`config.mk`:
```
export PLATFORM = sky130hd
export DESIGN_NAME = fbc_flash_ctrl
export DESIGN_NICKNAME = d
export VERILOG_FILES = /design/src/fbc_pkg.sv /design/src/fbc_flash_ctrl.sv /design/src/fbc_sync.sv
export SDC_FILE = /design/constraint.sdc
export NUM_CORES = 1
export LEC_CHECK = 0
export ABC_CLOCK_PERIOD_IN_PS = 5300
export BUFFER_PORTS_ARGS = -buffer_cell sky130_fd_sc_hd__buf_2
export CORE_MARGIN = 2
export CORE_UTILIZATION = 55
export DETAILED_ROUTE_END_ITERATION = 12
export PLACE_DENSITY_LB_ADDON = 0.15
export SLEW_MARGIN = 20
export SYNTH_ARGS = -nofsm -noshare
export SYNTH_HDL_FRONTEND = slang
export SYNTH_HIERARCHICAL = 1
export SYNTH_SLANG_ARGS = --single-unit
```
`constraint.sdc`:
```
create_clock -name clock -period 5.3 [get_ports clock]
set_clock_uncertainty 0.2 [all_clocks]
set_input_delay 0.265 -clock clock [delete_from_list [all_inputs] [get_ports clock]]
set_output_delay 0.265 -clock clock [all_outputs]
set_load 0.01 [all_outputs]
```
`src/fbc_pkg.sv`:
```
// Constants, encodings and timing for the program-memory flash controller.
package fbc_pkg;

  // ---------------------------------------------------------------------------
  // Control register
  // ---------------------------------------------------------------------------
  localparam logic [7:0] FLASH_CONTROL_ADDR = 8'hFB;
  localparam int SEL_HI_BIT = 7;
  localparam int SEL_LO_BIT = 6;
  localparam int HV_BIT = 5;
  localparam int RSVD_BIT = 4;
  localparam int FC_MSB = 3;
  localparam logic [3:0] FC_RESET = 4'h0;
  localparam logic [3:0] FC_BYTE = 4'h5;
  localparam logic [3:0] FC_PAGE = 4'hC;
  localparam logic [3:0] FC_BLOCK = 4'h3;
  localparam logic [3:0] FC_FULL = 4'hA;

  // ---------------------------------------------------------------------------
  // Program space map
  // ---------------------------------------------------------------------------
  localparam logic [15:0] BOOT_BASE = 16'hFC00;
  localparam logic [15:0] INTERNAL_LIMIT = 16'h8000;
  localparam int BOOT_ROM_BYTES = 1024;
  localparam int BOOT_AW = $clog2(BOOT_ROM_BYTES);
  localparam logic [15:0] ENTRY_READ = 16'hFFBA;
  localparam logic [15:0] ENTRY_WRITE = 16'hFFAD;
  localparam logic [15:0] ENTRY_PAGE = 16'hFFAA;
  localparam logic [15:0] ENTRY_BLOCK = 16'hFFA5;
  localparam logic [15:0] ENTRY_FULL = 16'hFFA0;

  // ---------------------------------------------------------------------------
  // Flash array
  // ---------------------------------------------------------------------------
  localparam int ARR_AW = 15;
  localparam int PAGE_BYTES = 32;
  localparam int BLOCK_BYTES = 256;
  localparam int FULL_BYTES = 32768;
  localparam logic [15:0] PAGE_MASK = 16'(~(PAGE_BYTES - 1));
  localparam logic [15:0] BLOCK_MASK = 16'(~(BLOCK_BYTES - 1));
  localparam logic [15:0] FULL_MASK = 16'(~(FULL_BYTES - 1));
  localparam logic [14:0] SECURITY_ADDR = 15'h7FFF;
  localparam logic [7:0] SEC_OFF_ZERO = 8'h00;
  localparam logic [7:0] ERASED_BYTE = 8'hFF;

  // ---------------------------------------------------------------------------
  // Values returned by the boot routines
  // ---------------------------------------------------------------------------
  localparam logic [7:0] BLOCK_PTR_LOW = 8'h08;
  localparam logic [15:0] FULL_PTR_OUT = 16'h0018;
  localparam logic [7:0] ACC_PAGE = 8'h08;
  localparam logic [7:0] ACC_BLOCK = 8'h02;
  localparam logic [7:0] ACC_FULL = 8'h0A;

  // ---------------------------------------------------------------------------
  // Timing
  // ---------------------------------------------------------------------------
  localparam int CLK_PERIOD_NS = 100;
  localparam int TICK_NS = 1000;
  localparam int TICK_CYCLES = TICK_NS / CLK_PERIOD_NS;
  localparam logic [3:0] TICK_LAST = 4'(TICK_CYCLES - 1);
  localparam int WRITE_TIME_NS = 2500000;
  localparam int ERASE_TIME_NS = 5000000;
  localparam logic [12:0] WRITE_TICKS = 13'(WRITE_TIME_NS / TICK_NS);
  localparam logic [12:0] ERASE_TICKS = 13'(ERASE_TIME_NS / TICK_NS);
  localparam logic [1:0] INIT_LAST = 2'h3;

  typedef enum logic [1:0] {SZ_BYTE, SZ_PAGE, SZ_BLOCK, SZ_FULL} fbc_size_e;
  typedef enum logic [1:0] {ST_INIT, ST_IDLE, ST_BUSY} fbc_state_e;

endpackage : fbc_pkg

```
`src/fbc_flash_ctrl.sv`:
```
// Program-memory flash controller: boot map, control register, erase/write sequencer.
`timescale 1ns/1ns
module fbc_flash_ctrl #(
  parameter logic [12:0] WRITE_TICKS = fbc_pkg::WRITE_TICKS,
  parameter logic [12:0] ERASE_TICKS = fbc_pkg::ERASE_TICKS
) (
  // Clock and reset
  input wire logic clock,
  input wire logic arst_n,
  // Strap pins
  input wire logic external_access_n,
  input wire logic program_store_en_n,
  input wire logic ale,
  // Special-function register port
  input wire logic [7:0] sfr_addr,
  input wire logic sfr_wr,
  input wire logic sfr_rd,
  input wire logic [7:0] sfr_wdata,
  output logic [7:0] sfr_rdata,
  // Instruction fetch
  input wire logic fetch_valid,
  input wire logic [15:0] fetch_addr,
  input wire logic fetch_is_return,
  output logic fetch_boot,
  output logic fetch_internal,
  output logic fetch_external,
  output logic fetch_stall,
  output logic [fbc_pkg::BOOT_AW-1:0] boot_rom_addr,
  output logic core_run,
  // Boot routine parameters and results
  input wire logic [15:0] data_pointer,
  input wire logic [7:0] accumulator,
  output logic result_valid,
  output logic [7:0] result_acc,
  output logic [15:0] result_ptr,
  // Flash array
  input wire logic [7:0] arr_rdata,
  output logic [fbc_pkg::ARR_AW-1:0] arr_addr,
  output logic [7:0] arr_wdata,
  output logic arr_program,
  output logic arr_erase,
  output fbc_pkg::fbc_size_e arr_erase_size,
  output logic high_voltage_active,
  output logic security_active
);

  // ---------------------------------------------------------------------------
  // State
  // ---------------------------------------------------------------------------
  fbc_pkg::fbc_state_e st_q, st_d;
  fbc_pkg::fbc_size_e size_q, size_d;
  logic [1:0] init_q, init_d;
  logic sel_hi_q, sel_hi_d;
  logic sel_lo_q, sel_lo_d;
  logic [3:0] fc_q, fc_d;
  logic sec_q, sec_d;
  logic int_en_q, int_en_d;
  logic [3:0] div_q, div_d;
  logic [12:0] cnt_q, cnt_d;
  logic [15:0] op_ptr_q, op_ptr_d;
  logic [7:0] op_data_q, op_data_d;
  logic [7:0] res_acc_q, res_acc_d;
  logic [15:0] res_ptr_q, res_ptr_d;
  logic res_valid_q, res_valid_d;
  logic prev_boot_q, prev_boot_d;
  logic exec_int_q, exec_int_d;
  logic [7:0] rdata_q, rdata_d;
  logic [2:0] pins_s;
  logic busy;
  logic tick;
  logic above_base;
  logic reg_hit_wr;
  logic [12:0] target;
  logic [15:0] erase_base;

  fbc_sync #(
    .WIDTH(3)
  ) u_pin_sync (
    .clock(clock),
    .arst_n(arst_n),
    .d({external_access_n, program_store_en_n, ale}),
    .q(pins_s)
  );

  // ---------------------------------------------------------------------------
  // Program space map
  // ---------------------------------------------------------------------------
  always_comb begin
    above_base = fetch_addr >= fbc_pkg::BOOT_BASE;
    // Select 1,1 covers all; a single select bit covers only the top 1K.
    fetch_boot = (sel_hi_q & sel_lo_q) | ((sel_hi_q ^ sel_lo_q) & above_base);
    // Internal flash answers below 32K only when the strap enabled it.
    fetch_internal = !fetch_boot && int_en_q && (fetch_addr < fbc_pkg::INTERNAL_LIMIT);
    fetch_external = !fetch_boot && !fetch_internal;
  end

  assign busy = st_q == fbc_pkg::ST_BUSY;
  assign fetch_stall = fetch_valid && fetch_internal && busy;
  assign boot_rom_addr = fetch_addr[fbc_pkg::BOOT_AW-1:0];
  assign core_run = st_q != fbc_pkg::ST_INIT;
  assign tick = busy && (div_q == fbc_pkg::TICK_LAST);
  assign reg_hit_wr = sfr_wr && (sfr_addr == fbc_pkg::FLASH_CONTROL_ADDR);
  assign target = (size_q == fbc_pkg::SZ_BYTE) ? WRITE_TICKS : ERASE_TICKS;

  // The array always sees the aligned base of the region being erased.
  always_comb begin
    case (size_q)
      fbc_pkg::SZ_PAGE: erase_base = op_ptr_q & fbc_pkg::PAGE_MASK;
      fbc_pkg::SZ_BLOCK: erase_base = op_ptr_q & fbc_pkg::BLOCK_MASK;
      fbc_pkg::SZ_FULL: erase_base = op_ptr_q & fbc_pkg::FULL_MASK;
      default: erase_base = op_ptr_q;
    endcase
  end

  always_comb begin
    if (st_q == fbc_pkg::ST_INIT) begin
      arr_addr = fbc_pkg::SECURITY_ADDR;
    end else if (busy) begin
      arr_addr = erase_base[fbc_pkg::ARR_AW-1:0];
    end else begin
      arr_addr = data_pointer[fbc_pkg::ARR_AW-1:0];
    end
  end

  assign arr_program = busy && (size_q == fbc_pkg::SZ_BYTE);
  assign arr_erase = busy && (size_q != fbc_pkg::SZ_BYTE);
  assign arr_wdata = arr_erase ? fbc_pkg::ERASED_BYTE : op_data_q;
  assign arr_erase_size = size_q;
  assign high_voltage_active = busy;
  assign security_active = sec_q;
  assign result_valid = res_valid_q;
  assign result_acc = res_acc_q;
  assign result_ptr = res_ptr_q;
  assign sfr_rdata = rdata_q;

  // ---------------------------------------------------------------------------
  // Sequencer and control register
  // ---------------------------------------------------------------------------
  always_comb begin
    st_d = st_q;
    size_d = size_q;
    init_d = init_q;
    sel_hi_d = sel_hi_q;
    sel_lo_d = sel_lo_q;
    fc_d = fc_q;
    sec_d = sec_q;
    int_en_d = int_en_q;
    div_d = div_q;
    cnt_d = cnt_q;
    op_ptr_d = op_ptr_q;
    op_data_d = op_data_q;
    res_acc_d = res_acc_q;
    res_ptr_d = res_ptr_q;
    res_valid_d = 1'b0;
    prev_boot_d = prev_boot_q;
    exec_int_d = exec_int_q;
    rdata_d = rdata_q;
    case (st_q)
      fbc_pkg::ST_INIT: begin
        init_d = init_q + 2'h1;
        if (init_q == fbc_pkg::INIT_LAST) begin
          st_d = fbc_pkg::ST_IDLE;
          int_en_d = pins_s[2];
          // Boot strap: program-store and external-access low, ALE high.
          sel_hi_d = !pins_s[2] && !pins_s[1] && pins_s[0];
          sel_lo_d = !pins_s[2] && !pins_s[1] && pins_s[0];
          // Only an unprogrammed or cleared byte turns protection off.
          sec_d = (arr_rdata != fbc_pkg::SEC_OFF_ZERO) && (arr_rdata != fbc_pkg::ERASED_BYTE);
        end
      end
      fbc_pkg::ST_IDLE: begin
        if (fetch_valid && fetch_boot) begin
          op_ptr_d = data_pointer;
          op_data_d = accumulator;
          cnt_d = '0;
          div_d = '0;
          case (fetch_addr)
            fbc_pkg::ENTRY_READ: begin
              if (fc_q == fbc_pkg::FC_BYTE) begin
                res_acc_d = arr_rdata;
                res_ptr_d = data_pointer;
                res_valid_d = 1'b1;
              end
            end
            fbc_pkg::ENTRY_WRITE: begin
              if (fc_q == fbc_pkg::FC_BYTE) begin
                size_d = fbc_pkg::SZ_BYTE;
                st_d = fbc_pkg::ST_BUSY;
              end
            end
            fbc_pkg::ENTRY_PAGE: begin
              if (fc_q == fbc_pkg::FC_PAGE) begin
                size_d = fbc_pkg::SZ_PAGE;
                st_d = fbc_pkg::ST_BUSY;
              end
            end
            fbc_pkg::ENTRY_BLOCK: begin
              if (fc_q == fbc_pkg::FC_BLOCK) begin
                size_d = fbc_pkg::SZ_BLOCK;
                st_d = fbc_pkg::ST_BUSY;
              end
            end
            fbc_pkg::ENTRY_FULL: begin
              if (fc_q == fbc_pkg::FC_FULL) begin
                size_d = fbc_pkg::SZ_FULL;
                st_d = fbc_pkg::ST_BUSY;
              end
            end
            default: begin
            end
          endcase
        end
      end
      fbc_pkg::ST_BUSY: begin
        div_d = tick ? '0 : div_q + 4'h1;
        if (tick) begin
          cnt_d = cnt_q + 13'h1;
          if (cnt_q == target - 13'h1) begin
            st_d = fbc_pkg::ST_IDLE;
            res_valid_d = 1'b1;
            case (size_q)
              fbc_pkg::SZ_PAGE: begin
                res_acc_d = fbc_pkg::ACC_PAGE;
                res_ptr_d = op_ptr_q & fbc_pkg::PAGE_MASK;
              end
              fbc_pkg::SZ_BLOCK: begin
                res_acc_d = fbc_pkg::ACC_BLOCK;
                res_ptr_d = {op_ptr_q[15:8], fbc_pkg::BLOCK_PTR_LOW};
              end
              fbc_pkg::SZ_FULL: begin
                res_acc_d = fbc_pkg::ACC_FULL;
                res_ptr_d = fbc_pkg::FULL_PTR_OUT;
                sec_d = 1'b0;
              end
              default: begin
                res_acc_d = arr_rdata;
                res_ptr_d = op_ptr_q;
              end
            endcase
          end
        end
      end
      default: st_d = fbc_pkg::ST_INIT;
    endcase
    if (core_run && reg_hit_wr) begin
      sel_hi_d = sfr_wdata[fbc_pkg::SEL_HI_BIT];
      sel_lo_d = sfr_wdata[fbc_pkg::SEL_LO_BIT];
      if (!sec_q || exec_int_q || sfr_wdata[fbc_pkg::FC_MSB:0] == fbc_pkg::FC_FULL) begin
        fc_d = sfr_wdata[fbc_pkg::FC_MSB:0];
      end
    end
    // A stalled fetch has not executed, so it leaves the fetch history alone.
    if (core_run && fetch_valid && !fetch_stall) begin
      prev_boot_d = fetch_boot;
      exec_int_d = fetch_internal;
      // Hardware clears win over a software write in the same cycle.
      if (sel_hi_q && !sel_lo_q && !fetch_boot) begin
        sel_hi_d = 1'b0;
      end
      if (fetch_is_return && prev_boot_q && !fetch_boot) begin
        sel_hi_d = 1'b0;
        sel_lo_d = 1'b0;
      end
    end
    if (sfr_rd) begin
      rdata_d = '0;
      if (sfr_addr == fbc_pkg::FLASH_CONTROL_ADDR) begin
        rdata_d[fbc_pkg::SEL_HI_BIT] = sel_hi_q;
        rdata_d[fbc_pkg::SEL_LO_BIT] = sel_lo_q;
        rdata_d[fbc_pkg::HV_BIT] = busy;
        rdata_d[fbc_pkg::FC_MSB:0] = fc_q;
      end
    end
  end

  always_ff @(posedge clock or negedge arst_n) begin
    if (!arst_n) begin
      st_q <= fbc_pkg::ST_INIT;
      size_q <= fbc_pkg::SZ_BYTE;
      init_q <= '0;
      sel_hi_q <= 1'b0;
      sel_lo_q <= 1'b0;
      fc_q <= fbc_pkg::FC_RESET;
      sec_q <= 1'b0;
      int_en_q <= 1'b0;
      div_q <= '0;
      cnt_q <= '0;
      op_ptr_q <= '0;
      op_data_q <= '0;
      res_acc_q <= '0;
      res_ptr_q <= '0;
      res_valid_q <= 1'b0;
      prev_boot_q <= 1'b0;
      exec_int_q <= 1'b0;
      rdata_q <= '0;
    end else begin
      st_q <= st_d;
      size_q <= size_d;
      init_q <= init_d;
      sel_hi_q <= sel_hi_d;
      sel_lo_q <= sel_lo_d;
      fc_q <= fc_d;
      sec_q <= sec_d;
      int_en_q <= int_en_d;
      div_q <= div_d;
      cnt_q <= cnt_d;
      op_ptr_q <= op_ptr_d;
      op_data_q <= op_data_d;
      res_acc_q <= res_acc_d;
      res_ptr_q <= res_ptr_d;
      res_valid_q <= res_valid_d;
      prev_boot_q <= prev_boot_d;
      exec_int_q <= exec_int_d;
      rdata_q <= rdata_d;
    end
  end

  // ---------------------------------------------------------------------------
  // Checks
  // ---------------------------------------------------------------------------
  localparam int ERASE_MAX = 50000;
  localparam int WRITE_MAX = 25000;
  logic [15:0] run_len_q;

  always_ff @(posedge clock or negedge arst_n) begin
    if (!arst_n) begin
      run_len_q <= '0;
    end else begin
      run_len_q <= busy ? run_len_q + 16'h1 : '0;
    end
  end
endmodule : fbc_flash_ctrl

```
`src/fbc_sync.sv`:
```
// Two-stage synchroniser for asynchronous pin levels.
`timescale 1ns/1ns
module fbc_sync #(
  parameter int WIDTH = 1
) (
  // Clock and reset
  input wire logic clock,
  input wire logic arst_n,
  // Data
  input wire logic [WIDTH-1:0] d,
  output logic [WIDTH-1:0] q
);

  logic [WIDTH-1:0] meta_q;
  logic [WIDTH-1:0] meta_d;
  logic [WIDTH-1:0] sync_q;
  logic [WIDTH-1:0] sync_d;

  always_comb begin
    meta_d = d;
    sync_d = meta_q;
  end

  always_ff @(posedge clock or negedge arst_n) begin
    if (!arst_n) begin
      meta_q <= '0;
      sync_q <= '0;
    end else begin
      meta_q <= meta_d;
      sync_q <= sync_d;
    end
  end

  assign q = sync_q;

endmodule : fbc_sync
```
==> metrics.yaml, run 1 <==
start_kind: "register"
drc: 0
tightest_slew_ps: 1018
critical_path_required_ps: 4840
hold_violations: 0
crit_fanout: 25
fin_setup_tns_ps: 0
crit_start: "st_q[0]$_DFFE_PN0P_"
first_iter_violations: 215
setup_ws_ps: 1563
antennaDiodeCount: 0
critPathCapture: "arr_addr[10]"
synth_edf_count: 0
ir_drop_uv: 140.7
status: "complete, no violations"
dr.pass1.iters: 5
grt_max_degree: 68
clk_latency_ps: 370
relSlewSlack_pct: 32.10
place_ws_ps: 1914
reg2reg_slack_ps: 1870
clock_path_buffers: 2
clock-sinks: 95
root_buffer: "clkbuf_8"
wirelength_um: 12620
r2r-end: "result_ptr[4]$_DFFE_PN0P_"
drive_above_1_share_pct: 25.76
floorplan.die_area_um2: 9419
power_density_nw_per_um2: 239.8
place_inst: 736
die_h_um: 97.05
nets: 769
std_cell_rows: 33
synth.ff_latch_count: 95
rr_startpoint: "sel_lo_q$_DFF_PN0_"
worstSetupPathType: "register to primary output"
final_cells: 796
end_kind: "primary output"
synthDistinctLibCells: 56
final_util_pct: 73.60
io_buffers: 146
antenna_found_initial: 0
p_total_mw: 1.465
syn_nets: 600
min_path_cells: 4
coreArea_um2: 8299
overflow: 0
grt_pass1_vias: 4429
r2r_cells: 7
place_congestion: 0.8870
grt_util_all_layers_pct: 27.69
ys_seq_area_share_pct: 49.92
syn_inst: 517
wl_per_cell_um: 15.86
syn_avg_cell_area_um2: 9.211
maxCapViolations: 0
ys.flop_type: "dfrtp_1"
fin_crit_ps: 3737
hold_path.class: "input port to register"
post-dp-hpwl_um: 8491
final_area_um2: 6108
cts_inserted_buffers: 9
vias_per_cell: 5.618
rsz0062_at_grt: "no"
die_w_um: 97.05
areaGrowthSynthToFinish_pct: 28.27
antenna_left: 0
synthArstFlopShare_pct: 100.0
ctsResizeCount: 0
setup_violations: 0
grt_pass1_wl_um: 21290
whs_ps: 38.48
cellLeakagePower_nw: 3.156
yosys_warnings: 6
arrival_ps: 3270
timing.final.crit_share_pct: 70.52
drv_slew: 0
syn-cell-area_um2: 4762
vias: 4472
htree_levels: 3
placed_cell_area_um2: 5469
io_pins: 150
start_util_pct: 57.38
tritoncts: "yes"
clk_pin_slew_worst_paths_ps: 80
fmax_mhz: 267.6
nFillCells: 618
final cells by class:
class                   count  area [µm²]  area share (%)
clock inverters             6       67.56           1.106
inverters                  24       90.09           1.475
flip-flops and latches     95        2377           38.92
multi-input cells         363        2118           34.68
clock buffers              10       127.6           2.089
repair buffers            193        1196           19.58
well taps                 105       131.4           2.151
worst max-delay path, stage by stage (launching register included):
cell and delay (ps):
dfrtp_1 420, inv_1 100, ha_1 160, buf_4 280, inv_1 410, a21oi_1 920, a22oi_1 280, nand2_1 180
buf_2 160
synthesized netlist by cell type, types with 8 or more instances:
| cell | n | area share, % |
|---|---|---|
| nand2_1 | 113 | 8.9 |
| dfrtp_1 | 95 | 50 |
| a21oi_1 | 39 | 4.1 |
| nor2_1 | 26 | 2.0 |
| o21ai_0 | 24 | 2.5 |
| inv_1 | 23 | 1.8 |
| clkbuf_1 | 18 | 1.4 |
| nand4_1 | 13 | 1.7 |
| and3_1 | 12 | 1.6 |
| nand2b_1 | 12 | 1.6 |
| a22oi_1 | 11 | 1.7 |
| buf_4 | 11 | 1.7 |
| ha_1 | 10 | 2.6 |
| nand4b_1 | 8 | 1.5 |
| nor3_1 | 8 | 0.84 |
flip-flops by register name, summed over array words and instances (netlist names), 4 cells and up:
name,count
sfr_rdata,7
cnt_q,13
result_ptr,16
op_ptr_q,16
op_data_q,8
div_q,4
fc_q,4
result_acc,8
worst min path at each step:
stage / from / endpoint / slack, ps
finish: fetch_addr[4] / arr_erase_size[0]$_DFFE_PN0P_ / 40
global route: fetch_addr[4] / arr_erase_size[1]$_DFFE_PN0P_ / 80
CTS: fetch_addr[4] / arr_erase_size[0]$_DFFE_PN0P_ / 40
detailed placement: arst_n / sfr_rdata[1]$_DFFE_PN0P_ / 0.5
global placement: arst_n / sfr_rdata[1]$_DFFE_PN0P_ / 3
floorplan: arst_n / arr_erase_size[0]$_DFFE_PN0P_ / -230
report_power, final:
part	leakage, nW	total, mW	internal, mW	switching [mW]
Combinational	1.83	0.219	0.101	0.119
Sequential	1.23	0.764	0.746	0.0177
Clock	0.0933	0.482	0.221	0.261
layer usage:
metal  global-route usage (%)  part of all wire (%)  wire length, µm
met1                    36.82                    41             5217
met2                    44.44                    49             6146
met3                    4.748                   6.6              828
met4                    13.11                   3.4              430
met5                        0                     0                0
cell usage in the layout (no fill, tap or decap), types with 6 or more instances in the layout:
cell type,instances
a21oi_1,39
a22oi_1,11
and3_1,12
buf_2,145
clkbuf_8,9
dfrtp_1,95
dlygate4sd3_1,44
ha_1,10
inv_1,23
mux2_2,7
nand2_1,113
nand2b_1,12
nand3_1,6
nand4_1,13
nand4b_1,8
nor2_1,26
nor3_1,8
nor4_1,6
o21ai_0,23
xnor2_1,7
xor2_1,7
cell families (layout without fill, tap and decap cells):
family	count (synthesis)	after routing	share of synthesized area (%)
compound gates	99	99	13.01
xor+xnor	14	14	2.575
fa+ha+maj	10	10	2.627
buf+inv	59	233	5.675
flops	95	95	49.92
mux	12	12	2.759
other cells	1	1	0.07875
simple gates	227	227	23.36
repair_timing:
item	4_1_cts	5_1_grt
setup buffers	0	0
hold buffers	44	0
endpoints found under the hold margin	76	0
(Power assumes the default switching activity.)
==> inputs of run 2 (changes only) <==
--- a/config.mk
+++ b/config.mk
@@ -5,10 +5,10 @@
 export SDC_FILE = /design/constraint.sdc
 export NUM_CORES = 1
 export LEC_CHECK = 0
-export ABC_CLOCK_PERIOD_IN_PS = 5300
+export ABC_CLOCK_PERIOD_IN_PS = 3300
 export BUFFER_PORTS_ARGS = -buffer_cell sky130_fd_sc_hd__buf_2
 export CORE_MARGIN = 2
-export CORE_UTILIZATION = 55
+export CORE_UTILIZATION = 46
 export DETAILED_ROUTE_END_ITERATION = 12
 export PLACE_DENSITY_LB_ADDON = 0.15
 export SLEW_MARGIN = 20
==> constraint.sdc (replaced) <==
create_clock -name clock -period 3.3 [get_ports clock]
set_clock_uncertainty 0.2 [all_clocks]
set_input_delay 0.165 -clock clock [delete_from_list [all_inputs] [get_ports clock]]
set_output_delay 0.165 -clock clock [all_outputs]
set_load 0.01 [all_outputs]
==> metrics.yaml, run 2 (same netlist as run 1, synthesis figures left out) <==
first_iter_violations: 368
vias: 4444
grt_pass1_wl_um: 21060
relSlewSlack_pct: 36.44
grt_max_degree: 42
drc: 0
setup_violations: 0
wl_per_cell_um: 15.03
arrival_ps: 2770
end_kind: "register"
final_cell_mix: "buf_2, nand2_1, dfrtp_1"
crit_fanout: 6
maxCapViolations: 0
cts_inserted_buffers: 9
wirelength_um: 12650
use_met3_pct: 2.659
power_density_nw_per_um2: 367.9
clock-sinks: 95
drive_above_1_share_pct: 26.77
post-dp-hpwl_um: 8831
drv_slew: 0
clk_pin_slew_worst_paths_ps: 90
areaGrowthSynthToFinish_pct: 31.27
io_buffers: 146
final_util_pct: 61.38
root_buffer: "clkbuf_8"
busiest_layer: "met2"
start_kind: "register"
place_congestion: 0.8623
fmax_mhz: 374.5
fin_setup_tns_ps: 0
nets: 784
cellLeakagePower_nw: 3.217
critical_path_required_ps: 3400
post-cts-setup-buffers: 0
antennaDiodeCount: 0
hold_path.class: "input port to register"
start_util_pct: 46.76
grtUsageMet2_pct: 37.70
fin_crit_ps: 2671
rsz0062_at_grt: "no"
mostFrequentLayoutCell: "buf_2"
std_cell_rows: 37
die_h_um: 105.7
grt_pass1_vias: 4276
status: "complete, no violations"
clock_path_buffers: 2
clk_latency_ps: 360
io_pins: 150
coreArea_um2: 10180
grt_util_all_layers_pct: 23.50
antenna_found_initial: 0
hold_violations: 0
die_w_um: 105.7
grt.met1_usage_pct: 33.09
ir_drop_uv: 258.9
tightest_slew_ps: 951.4
dr.pass1.iters: 8
overflow: 0
floorplan.die_area_um2: 11180
htree_levels: 3
vias_per_cell: 5.278
worstSetupPathType: "register to register"
timing.final.crit_share_pct: 80.93
antenna_left: 0
tritoncts: "yes"
## run 2: cell count changes in the layout (fill, tap and decap cells not counted), sizes merged
cell,delta
inv,-1
clkinv,+1
clkbuf,+1
dlygate4sd3,+3
buf,+12
bufinv,-1
## run 2: worst paths after layout
check | startpoint | endpoint | slack (ps) | cells after the start
max | st_q[1]$_DFFE_PN0P_ | sel_lo_q$_DFF_PN0_ | 630 | 7
min | fetch_addr[1] | arr_erase_size[1]$_DFFE_PN0P_ | 30 | 4
max reg2reg | st_q[1]$_DFFE_PN0P_ | sel_lo_q$_DFF_PN0_ | 630 | 7
min reg2reg | u_pin_sync/meta_q[2]$_DFF_PN0_ | u_pin_sync/q[2]$_DFF_PN0_ | 160 | 0
max in group asynchronous | arst_n | cnt_q[2]$_DFFE_PN0P_ | 1970 | 3
min in group asynchronous | arst_n | sfr_rdata[3]$_DFFE_PN0P_ | 120 | 2
## run 2: stage by stage
| step | hold WS [ps] | std cells | instance area, µm² | power [mW] | setup WS (ps) |
|---|---|---|---|---|---|
| floorplan | -330.6 | 517 | 4762 | 1.420 | 878.2 |
| global placement | -14.58 | 779 | 5598 | 1.553 | 705.6 |
| detailed placement | -12.52 | 779 | 5598 | 1.562 | 684.7 |
| CTS | 7.274 | 842 | 6251 | 2.321 | 656.6 |
| global route | 77.22 | 842 | 6251 | 2.408 | 395.9 |
| finish | 30.34 | 842 | 6251 | 2.300 | 629.4 |
## run 2: layout make-up
| cell class | instances | area (µm²) |
|---|---|---|
| Clock buffer | 11 | 141.4 |
| Clock inverter | 5 | 41.29 |
| Fill cell | 880 | 3934 |
| Inverter | 24 | 90.09 |
| Multi-Input combinational cell | 363 | 2115 |
| Sequential cell | 95 | 2377 |
| Tap cell | 136 | 170.2 |
| Timing Repair Buffer | 208 | 1316 |
## run 2: per-layer routing
metal	vias to the layer above	wire length, µm
met5	-	0
met4	0	243
met3	20	773
met2	175	6036
met1	2114	5601
li1	2135	-
## run 2: repair_timing
action / 4_1_cts / 5_1_grt
setup endpoints to repair: 0 / 0
hold endpoints to repair: 103 / 0
hold buffers: 47 / 0
gates resized for setup: 0 / 0
## run 2: where the power goes
group          internal [mW]  leakage [nW]  switching [mW]
registers               1.20          1.23          0.0279
clock network          0.300        0.0861           0.416
logic                  0.169          1.90           0.188
## run 2: worst max-delay path, cell delays in order, from the launching register on
cell           delay (ps)
dfrtp_1               410
inv_1                 100
ha_1                  310
nand2_1               170
nor4b_1               430
a211oi_1              100
a311oi_1              290
dlygate4sd3_1         600
